[src/opr_params.svh]
// constants for the otp program control and pin output register slice
`ifndef OPR_PARAMS_SVH
`define OPR_PARAMS_SVH

// ****************************************
// register indices and byte addresses
// ****************************************
`define OPR_IDX_PROG_CTRL   10'h107
`define OPR_IDX_PIN_LEVELS  10'h108
`define OPR_IDX_UNLOCK_1    10'h1F0
`define OPR_IDX_UNLOCK_2    10'h1F1
`define OPR_IDX_PIN_DIR     10'h1F2
`define OPR_IDX_STATUS      10'h1F3
`define OPR_ADDR_W          12
`define OPR_ADDR_OF(idx)    {idx, 2'b00}

// ****************************************
// field positions and widths
// ****************************************
`define OPR_BIT_TRIGGER     0
`define OPR_BIT_PAGE        1
`define OPR_PINS            6
`define OPR_CODE_W          8
`define OPR_STAT_BUSY       0
`define OPR_STAT_REFUSED    1
`define OPR_STAT_UNLOCKED   2
`define OPR_STAT_PIN_LSB    8

// ****************************************
// reset values and bus answers
// ****************************************
`define OPR_RST_BYTE        8'h00
`define OPR_RST_PINS        6'h00
`define OPR_RESP_OKAY       2'h0
`define OPR_RESP_SLVERR     2'h2

`endif

[src/opr_pkg.sv]
// types shared by the otp program control and pin output register slice
package opr_pkg;

    // ****************************************
    // programming sequencer states
    // ****************************************
    typedef enum logic [0:0] {
        OPR_IDLE,
        OPR_PROGRAM
    } opr_state_type;

    // ****************************************
    // register selected by an address
    // ****************************************
    typedef enum logic [2:0] {
        OPR_SEL_NONE,
        OPR_SEL_CTRL,
        OPR_SEL_PINS,
        OPR_SEL_UNLK1,
        OPR_SEL_UNLK2,
        OPR_SEL_DIR,
        OPR_SEL_STAT
    } opr_sel_type;

endpackage

[src/opr_regs.sv]
// axi4-lite register slice: otp page program control and io pin output levels
`include "opr_params.svh"

// What this block does
// - trigger set starts programming of page chosen by page select, zero first
// - programming only proceeds when both unlock registers hold correct codes
// - trigger reads zero when idle, one while programming is requested
// - pin level bits zero to five drive io pins one to six
// - a pin level only reaches its pin while that pin is an output
// - level zero drives low, level one drives high
module opr_regs #(
    parameter logic [`OPR_CODE_W-1:0] UNLOCK_FIRST_CODE  = 8'h5A,
    parameter logic [`OPR_CODE_W-1:0] UNLOCK_SECOND_CODE = 8'hC3
) (
    input  wire logic                   clock_in,
    input  wire logic                   rstn_in,
    input  wire logic [`OPR_ADDR_W-1:0] s_axi_awaddr_in,
    input  wire logic                   s_axi_awvalid_in,
    output logic                        s_axi_awready_out,
    input  wire logic [31:0]            s_axi_wdata_in,
    input  wire logic [3:0]             s_axi_wstrb_in,
    input  wire logic                   s_axi_wvalid_in,
    output logic                        s_axi_wready_out,
    output logic [1:0]                  s_axi_bresp_out,
    output logic                        s_axi_bvalid_out,
    input  wire logic                   s_axi_bready_in,
    input  wire logic [`OPR_ADDR_W-1:0] s_axi_araddr_in,
    input  wire logic                   s_axi_arvalid_in,
    output logic                        s_axi_arready_out,
    output logic [31:0]                 s_axi_rdata_out,
    output logic [1:0]                  s_axi_rresp_out,
    output logic                        s_axi_rvalid_out,
    input  wire logic                   s_axi_rready_in,
    output logic                        otp_program_start_out,
    output logic                        otp_page_select_out,
    input  wire logic                   otp_program_done_in,
    input  wire logic [`OPR_PINS-1:0]   io_pin_in,
    output logic [`OPR_PINS-1:0]        io_pin_level_out,
    output logic [`OPR_PINS-1:0]        io_pin_oe_out
);

    // ****************************************
    // declarations
    // ****************************************
    logic                     rst_meta_ff;
    logic                     rst_n_ff;
    logic                     aw_held_ff,  nxt_aw_held;
    logic [`OPR_ADDR_W-1:0]   aw_addr_ff,  nxt_aw_addr;
    logic                     w_held_ff,   nxt_w_held;
    logic [31:0]              w_data_ff,   nxt_w_data;
    logic                     w_lane0_ff,  nxt_w_lane0;
    logic                     bvalid_ff,   nxt_bvalid;
    logic [1:0]               bresp_ff,    nxt_bresp;
    logic                     rvalid_ff,   nxt_rvalid;
    logic [1:0]               rresp_ff,    nxt_rresp;
    logic [31:0]              rdata_ff,    nxt_rdata;
    logic                     wr_fire;
    opr_pkg::opr_sel_type     wr_sel;
    opr_pkg::opr_state_type   state_ff,    nxt_state;
    logic                     trigger_ff,  nxt_trigger;
    logic                     page_ff,     nxt_page;
    logic                     start_ff,    nxt_start;
    logic                     refused_ff,  nxt_refused;
    logic [`OPR_CODE_W-1:0]   unlock1_ff,  nxt_unlock1;
    logic [`OPR_CODE_W-1:0]   unlock2_ff,  nxt_unlock2;
    logic [`OPR_PINS-1:0]     levels_ff,   nxt_levels;
    logic [`OPR_PINS-1:0]     dir_ff,      nxt_dir;
    logic [`OPR_PINS-1:0]     pin_s1_ff;
    logic [`OPR_PINS-1:0]     pin_s2_ff;
    logic [`OPR_PINS-1:0]     pin_s3_ff;
    logic [`OPR_PINS-1:0]     pin_seen_ff;
    logic                     unlocked;
    logic                     wr_ctrl_go;

    // ****************************************
    // address decode
    // ****************************************
    function automatic opr_pkg::opr_sel_type opr_decode(input logic [`OPR_ADDR_W-1:0] addr);
        unique case (addr)
            `OPR_ADDR_OF(`OPR_IDX_PROG_CTRL):  opr_decode = opr_pkg::OPR_SEL_CTRL;
            `OPR_ADDR_OF(`OPR_IDX_PIN_LEVELS): opr_decode = opr_pkg::OPR_SEL_PINS;
            `OPR_ADDR_OF(`OPR_IDX_UNLOCK_1):   opr_decode = opr_pkg::OPR_SEL_UNLK1;
            `OPR_ADDR_OF(`OPR_IDX_UNLOCK_2):   opr_decode = opr_pkg::OPR_SEL_UNLK2;
            `OPR_ADDR_OF(`OPR_IDX_PIN_DIR):    opr_decode = opr_pkg::OPR_SEL_DIR;
            `OPR_ADDR_OF(`OPR_IDX_STATUS):     opr_decode = opr_pkg::OPR_SEL_STAT;
            default:                           opr_decode = opr_pkg::OPR_SEL_NONE;
        endcase
    endfunction

    // ****************************************
    // reset release
    // ****************************************
    // two flops so the release is clean against clock_in
    always_ff @(posedge clock_in or negedge rstn_in)
    begin
        if (!rstn_in)
        begin
            rst_meta_ff <= 1'b0;
            rst_n_ff    <= 1'b0;
        end
        else
        begin
            rst_meta_ff <= 1'b1;
            rst_n_ff    <= rst_meta_ff;
        end
    end

    // ****************************************
    // axi write and read channels
    // ****************************************
    // address and data are latched separately; write fires once both are held
    assign wr_fire = aw_held_ff && w_held_ff && !bvalid_ff;
    assign wr_sel  = opr_decode(aw_addr_ff);

    always_comb
    begin
        nxt_aw_held = aw_held_ff;
        nxt_aw_addr = aw_addr_ff;
        nxt_w_held  = w_held_ff;
        nxt_w_data  = w_data_ff;
        nxt_w_lane0 = w_lane0_ff;
        nxt_bvalid  = bvalid_ff;
        nxt_bresp   = bresp_ff;
        nxt_rvalid  = rvalid_ff;
        nxt_rresp   = rresp_ff;
        nxt_rdata   = rdata_ff;
        if (s_axi_awvalid_in && s_axi_awready_out)
        begin
            nxt_aw_held = 1'b1;
            nxt_aw_addr = s_axi_awaddr_in;
        end
        if (s_axi_wvalid_in && s_axi_wready_out)
        begin
            nxt_w_held  = 1'b1;
            nxt_w_data  = s_axi_wdata_in;
            nxt_w_lane0 = s_axi_wstrb_in[0];
        end
        if (wr_fire)
        begin
            nxt_aw_held = 1'b0;
            nxt_w_held  = 1'b0;
            nxt_bvalid  = 1'b1;
            nxt_bresp   = (wr_sel == opr_pkg::OPR_SEL_NONE) ? `OPR_RESP_SLVERR : `OPR_RESP_OKAY;
        end
        else if (bvalid_ff && s_axi_bready_in)
        begin
            nxt_bvalid = 1'b0;
        end
        if (s_axi_arvalid_in && s_axi_arready_out)
        begin
            nxt_rvalid = 1'b1;
            nxt_rresp  = `OPR_RESP_OKAY;
            nxt_rdata  = 32'h0000_0000;
            unique case (opr_decode(s_axi_araddr_in))
                opr_pkg::OPR_SEL_CTRL:
                begin
                    nxt_rdata[`OPR_BIT_TRIGGER] = trigger_ff;
                    nxt_rdata[`OPR_BIT_PAGE]    = page_ff;
                end
                opr_pkg::OPR_SEL_PINS:  nxt_rdata[`OPR_PINS-1:0]   = levels_ff;
                opr_pkg::OPR_SEL_UNLK1: nxt_rdata[`OPR_CODE_W-1:0] = unlock1_ff;
                opr_pkg::OPR_SEL_UNLK2: nxt_rdata[`OPR_CODE_W-1:0] = unlock2_ff;
                opr_pkg::OPR_SEL_DIR:   nxt_rdata[`OPR_PINS-1:0]   = dir_ff;
                opr_pkg::OPR_SEL_STAT:
                begin
                    nxt_rdata[`OPR_STAT_BUSY]     = (state_ff == opr_pkg::OPR_PROGRAM);
                    nxt_rdata[`OPR_STAT_REFUSED]  = refused_ff;
                    nxt_rdata[`OPR_STAT_UNLOCKED] = unlocked;
                    nxt_rdata[`OPR_STAT_PIN_LSB +: `OPR_PINS] = pin_seen_ff;
                end
                opr_pkg::OPR_SEL_NONE:  nxt_rresp = `OPR_RESP_SLVERR;
            endcase
        end
        else if (rvalid_ff && s_axi_rready_in)
        begin
            nxt_rvalid = 1'b0;
        end
    end

    always_ff @(posedge clock_in or negedge rst_n_ff)
    begin
        if (!rst_n_ff)
        begin
            aw_held_ff <= 1'b0;
            aw_addr_ff <= '0;
            w_held_ff  <= 1'b0;
            w_data_ff  <= 32'h0000_0000;
            w_lane0_ff <= 1'b0;
            bvalid_ff  <= 1'b0;
            bresp_ff   <= `OPR_RESP_OKAY;
            rvalid_ff  <= 1'b0;
            rresp_ff   <= `OPR_RESP_OKAY;
            rdata_ff   <= 32'h0000_0000;
        end
        else
        begin
            aw_held_ff <= nxt_aw_held;
            aw_addr_ff <= nxt_aw_addr;
            w_held_ff  <= nxt_w_held;
            w_data_ff  <= nxt_w_data;
            w_lane0_ff <= nxt_w_lane0;
            bvalid_ff  <= nxt_bvalid;
            bresp_ff   <= nxt_bresp;
            rvalid_ff  <= nxt_rvalid;
            rresp_ff   <= nxt_rresp;
            rdata_ff   <= nxt_rdata;
        end
    end

    // bus outputs
    assign s_axi_awready_out = !aw_held_ff && !bvalid_ff;
    assign s_axi_wready_out  = !w_held_ff && !bvalid_ff;
    assign s_axi_bvalid_out  = bvalid_ff;
    assign s_axi_bresp_out   = bresp_ff;
    assign s_axi_arready_out = !rvalid_ff;
    assign s_axi_rvalid_out  = rvalid_ff;
    assign s_axi_rresp_out   = rresp_ff;
    assign s_axi_rdata_out   = rdata_ff;

    // ****************************************
    // otp programming control
    // ****************************************
    // both codes match
    assign unlocked   = (unlock1_ff == UNLOCK_FIRST_CODE) && (unlock2_ff == UNLOCK_SECOND_CODE);
    assign wr_ctrl_go = wr_fire && w_lane0_ff && (wr_sel == opr_pkg::OPR_SEL_CTRL);

    always_comb
    begin
        nxt_state   = state_ff;
        nxt_trigger = trigger_ff;
        nxt_page    = page_ff;
        nxt_start   = 1'b0;
        nxt_refused = refused_ff;
        nxt_unlock1 = unlock1_ff;
        nxt_unlock2 = unlock2_ff;
        nxt_levels  = levels_ff;
        nxt_dir     = dir_ff;
        if (wr_fire && w_lane0_ff)
        begin
            unique case (wr_sel)
                opr_pkg::OPR_SEL_UNLK1: nxt_unlock1 = w_data_ff[`OPR_CODE_W-1:0];
                opr_pkg::OPR_SEL_UNLK2: nxt_unlock2 = w_data_ff[`OPR_CODE_W-1:0];
                opr_pkg::OPR_SEL_PINS:  nxt_levels = w_data_ff[`OPR_PINS-1:0];
                opr_pkg::OPR_SEL_DIR:   nxt_dir = w_data_ff[`OPR_PINS-1:0];
                // refused flag is write one to clear
                opr_pkg::OPR_SEL_STAT:
                    nxt_refused = refused_ff & ~w_data_ff[`OPR_STAT_REFUSED];
                default:                nxt_state = state_ff;
            endcase
        end
        unique case (state_ff)
            opr_pkg::OPR_IDLE:
            begin
                if (wr_ctrl_go)
                begin
                    nxt_page = w_data_ff[`OPR_BIT_PAGE];
                    if (w_data_ff[`OPR_BIT_TRIGGER] && unlocked)
                    begin
                        nxt_state   = opr_pkg::OPR_PROGRAM;
                        nxt_trigger = 1'b1;
                        nxt_start   = 1'b1;
                    end
                    else if (w_data_ff[`OPR_BIT_TRIGGER])
                    begin
                        nxt_refused = 1'b1;
                    end
                end
            end
            opr_pkg::OPR_PROGRAM:
            begin
                if (otp_program_done_in)
                begin
                    nxt_state   = opr_pkg::OPR_IDLE;
                    nxt_trigger = 1'b0;
                    nxt_unlock1 = `OPR_RST_BYTE;
                    nxt_unlock2 = `OPR_RST_BYTE;
                end
            end
        endcase
    end

    always_ff @(posedge clock_in or negedge rst_n_ff)
    begin
        if (!rst_n_ff)
        begin
            state_ff   <= opr_pkg::OPR_IDLE;
            trigger_ff <= 1'b0;
            page_ff    <= 1'b0;
            start_ff   <= 1'b0;
            refused_ff <= 1'b0;
            unlock1_ff <= `OPR_RST_BYTE;
            unlock2_ff <= `OPR_RST_BYTE;
            levels_ff  <= `OPR_RST_PINS;
            dir_ff     <= `OPR_RST_PINS;
        end
        else
        begin
            state_ff   <= nxt_state;
            trigger_ff <= nxt_trigger;
            page_ff    <= nxt_page;
            start_ff   <= nxt_start;
            refused_ff <= nxt_refused;
            unlock1_ff <= nxt_unlock1;
            unlock2_ff <= nxt_unlock2;
            levels_ff  <= nxt_levels;
            dir_ff     <= nxt_dir;
        end
    end

    assign otp_program_start_out = start_ff;
    assign otp_page_select_out   = page_ff;

    // ****************************************
    // io pins
    // ****************************************
    // each pin input passes three flops; a change counts once stages two and three agree
    generate
        for (genvar i = 0; i < `OPR_PINS; i++)
        begin : g_pin
            always_ff @(posedge clock_in or negedge rst_n_ff)
            begin
                if (!rst_n_ff)
                begin
                    pin_s1_ff[i]   <= 1'b0;
                    pin_s2_ff[i]   <= 1'b0;
                    pin_s3_ff[i]   <= 1'b0;
                    pin_seen_ff[i] <= 1'b0;
                end
                else
                begin
                    pin_s1_ff[i]   <= io_pin_in[i];
                    pin_s2_ff[i]   <= pin_s1_ff[i];
                    pin_s3_ff[i]   <= pin_s2_ff[i];
                    pin_seen_ff[i] <= (pin_s2_ff[i] == pin_s3_ff[i]) ? pin_s3_ff[i] : pin_seen_ff[i];
                end
            end
            assign io_pin_oe_out[i]    = dir_ff[i];
            assign io_pin_level_out[i] = levels_ff[i] & dir_ff[i];
        end
    endgenerate
endmodule

[config.mk]
export PLATFORM = sky130hd
export DESIGN_NAME = opr_regs
export DESIGN_NICKNAME = d
export VERILOG_FILES = /design/src/opr_pkg.sv /design/src/opr_regs.sv
export VERILOG_INCLUDE_DIRS = /design/src
export SDC_FILE = /design/constraint.sdc
export NUM_CORES = 1
export LEC_CHECK = 0
export BUFFER_PORTS_ARGS = -buffer_cell sky130_fd_sc_hd__buf_2
export CORE_MARGIN = 10
export CORE_UTILIZATION = 40
export CTS_BUF_LIST = sky130_fd_sc_hd__clkbuf_8
export DETAILED_ROUTE_END_ITERATION = 10
export HOLD_SLACK_MARGIN = 0.06
export PLACE_DENSITY = 0.71
export SYNTH_ARGS = -nofsm -noshare
export SYNTH_HDL_FRONTEND = slang
export SYNTH_SLANG_ARGS = --single-unit
[constraint.sdc]
create_clock -name clock_in -period 8.2 [get_ports clock_in]
set_input_delay 1.23 -clock clock_in [delete_from_list [all_inputs] [get_ports clock_in]]
set_output_delay 1.23 -clock clock_in [all_outputs]
set_load 0.03 [all_outputs]
==> flow_summary.toml <==
[logic_synthesis]
yosys.area.top_type = "dfrtp_1"
synth_top_area_frac = 0.561
yosys_warnings = 0
syn_area_sq_um = 4460
netlist_instances = 371
ys_async_sr_fraction = 1.00
synth.most_common_cell = "dfrtp_1"
synthFlopType = "dfrtp_1"
synth_edf_count = 0
syn_avg_cell_area_sq_um = 12.0
ys_seq_elements = 100
synth_common_cells = "dfrtp_1, mux2_2, buf_4"
ys_seq_area_frac = 0.561
yosysUniqueCellTypes = 63
yosys-top-cells-area = "dfrtp_1, mux2_2, buf_4, a21oi_1, a22o_1"

[setup_path]
critPathSlowestCell = "nor4_1"
critPathKind = "in2reg"
critical_path.top_delay_family = "simple AND/OR/NAND/NOR gates"
endpoint_kind = "flop"
slowest_delay_ps = 960
rr_startpoint = "aw_addr_ff[5]"
reg2regPathDepth = 5
path_max_fanout = 7
crit_chain = "buf_2, or3b_1, nor4_1, a22oi_1, a31oi_1"
crit_buf_inv = 1
start_kind = "primary input"
r2r_end = "io_pin_oe_out[0]"
rrSetupSlack_ps = 5940
crit_required_ps = 8490
crit_start = "s_axi_araddr_in[5]"
cp_data_arrival_time_ps = 3120

[die]
ios = 129
die_h_um = 126
die_area_sq_um = 15800
start_util = 0.409
coreArea_sq_um = 10900
num_rows = 38
die_w_um = 126

[cells_and_area]
fin_area_sq_um = 5110
drive_gt1_frac = 0.330
area_growth_pct = 14.6
diodes = 0
fin_nets = 524

[clock_tree]
numClockSinks = 100
numCtsBuffers = 9
post_cts_buffers = 0
cts_buffer_depth = 2
clk_latency_ps = 360
cts_tree = "built"
hold_buffers = 0
clk_pin_slew_ps = 90
cts-resized-gates = 0
clock-root-buffer = "clkbuf_8"
htreeDepth = 3

[timing]
finalCriticalPeriod_ps = 2840
report.final.slew_viol_count = 0
fin_crit_sh = 0.346
fin_skew_ps = 5.39
fin_tns_setup_ps = 0
slew_headroom = 0.211
setup_slack_ps = 5360
setup_violations = 0
rsz0062_at_grt = "no"
hold_viol = 0
worst_slew_pin_slew_ps = 1170
fmax_mhz = 353

[run]
cap_violations = 0

[place]
gp_congestion = 0.868
portBuffers = 81
place_worst_setup_slack_ps = 5030
placed_area_sq_um = 4910
dpl.hpwl_um = 8010

[global_routing]
antenna_found_initial = 0
gr-usage-all-layers = 0.135
first_global_vias = 3380
grt_pass1_wl_um = 17900
overflow = 0
grt_max_degree = 80

[routing]
wl_per_cell_um = 18.1
drt-initial-drc-count = 301
drc = 0
vias = 3220
viasPerCell = 5.42
ant_nets = 0
dr.pass1.iters = 5
totalWireLength_um = 10700

[pwr]
vdd_ir_drop_max_mv = 0.142
p_per_area_nw_per_um2 = 240
p_leak_nw = 2.24

[worst_hold_path]
min_path_type = "reg2async"

[outcome]
status = "finished clean"
[report_power, final]
part | internal [W] | total, W | switching, W
combinational | 0.000113 | 0.000255 | 0.000141
clock | 0.000143 | 0.000316 | 0.000173
sequential | 0.000571 | 0.000658 | 0.0000874
[registers in the layout, summed over array words and instances (netlist names), 8 cells and up]
signal / count
aw_addr_ff: 12
unlock2_ff: 8
w_data_ff: 8
s_axi_rdata_out: 14
unlock1_ff: 8
[cell families after synthesis]
group / synth area share
AOI/OAI and AO/OA: 0.120
xor gates and xnor gates: 0.00196
adders and majority gates: 0.0135
buffers and inverters: 0.0519
DFF: 0.561
muxes: 0.0893
other: 0.00168
and+or+nand+nor: 0.161
[worst reg2reg max path: cells and delay by family, from the launching register on]
kind / cells / cell delay [ps]
mux: 1 / 380
simple gates: 4 / 1370
flops: 1 / 420
[how the worst max path moves through the flow]
stage | endpoint | cells after the start
final | s_axi_rdata_out[4] | 5
after detailed placement | s_axi_rdata_out[4] | 5
after floorplan | aw_addr_ff[0] | 0
after CTS | s_axi_rdata_out[4] | 5
after global routing | s_axi_rdata_out[4] | 5
after global placement | s_axi_rdata_out[3] | 5
[final cells by class]
type / count / area (sq um)
Multi-Input combinational cell: 251 / 1800
Clock inverter: 6 / 73.8
Fill cell: 1021 / 5780
Timing Repair Buffer: 82 / 413
Clock buffer: 9 / 124
Sequential cell: 100 / 2510
Tap cell: 140 / 175
Inverter: 6 / 22.5
[placed cells by master, fill, tap and decap left out, types with 3 or more instances in the layout]
master / synthesis / layout
dfrtp_1: 100 / 99
buf_2: 2 / 81
mux2_2: 34 / 34
conb_1: 2 / 21
a21oi_1: 18 / 18
nand2_1: 16 / 16
o21ai_0: 15 / 15
nor2_1: 14 / 14
nand4_1: 12 / 12
nand3_1: 12 / 12
and2_1: 9 / 9
a22o_1: 9 / 9
clkbuf_8: 0 / 9
a22oi_1: 7 / 7
inv_1: 6 / 6
a31oi_1: 6 / 6
maj3_1: 6 / 6
nor2b_1: 4 / 4
o21ai_1: 4 / 4
nand4b_1: 3 / 3
nor4_2: 3 / 3
nand2b_1: 3 / 3
or4_1: 3 / 3
nor3_1: 3 / 3
o31ai_1: 3 / 3
a32oi_1: 3 / 3
[layer usage]
layer / track usage / part of all wire / vias to the layer above
li1: - / - / 1483
met1: 0.175 / 0.44 / 1603
met2: 0.211 / 0.47 / 126
met3: 0.0494 / 0.078 / 8
met4: 0.0312 / 0.010 / 0
met5: 0 / 0 / -
[through the flow]
stage                      util  hold WS [ps]  instances  power (W)
after floorplan               -           331        390   0.000850
after detailed placement  0.451           215        579   0.000925
after global placement    0.451           205        579   0.000911
after CTS                 0.469           222        594    0.00124
after global routing      0.469           242        594    0.00130
final                     0.469           207        594    0.00123
No activity file was read; power rests on OpenSTA's default activity.
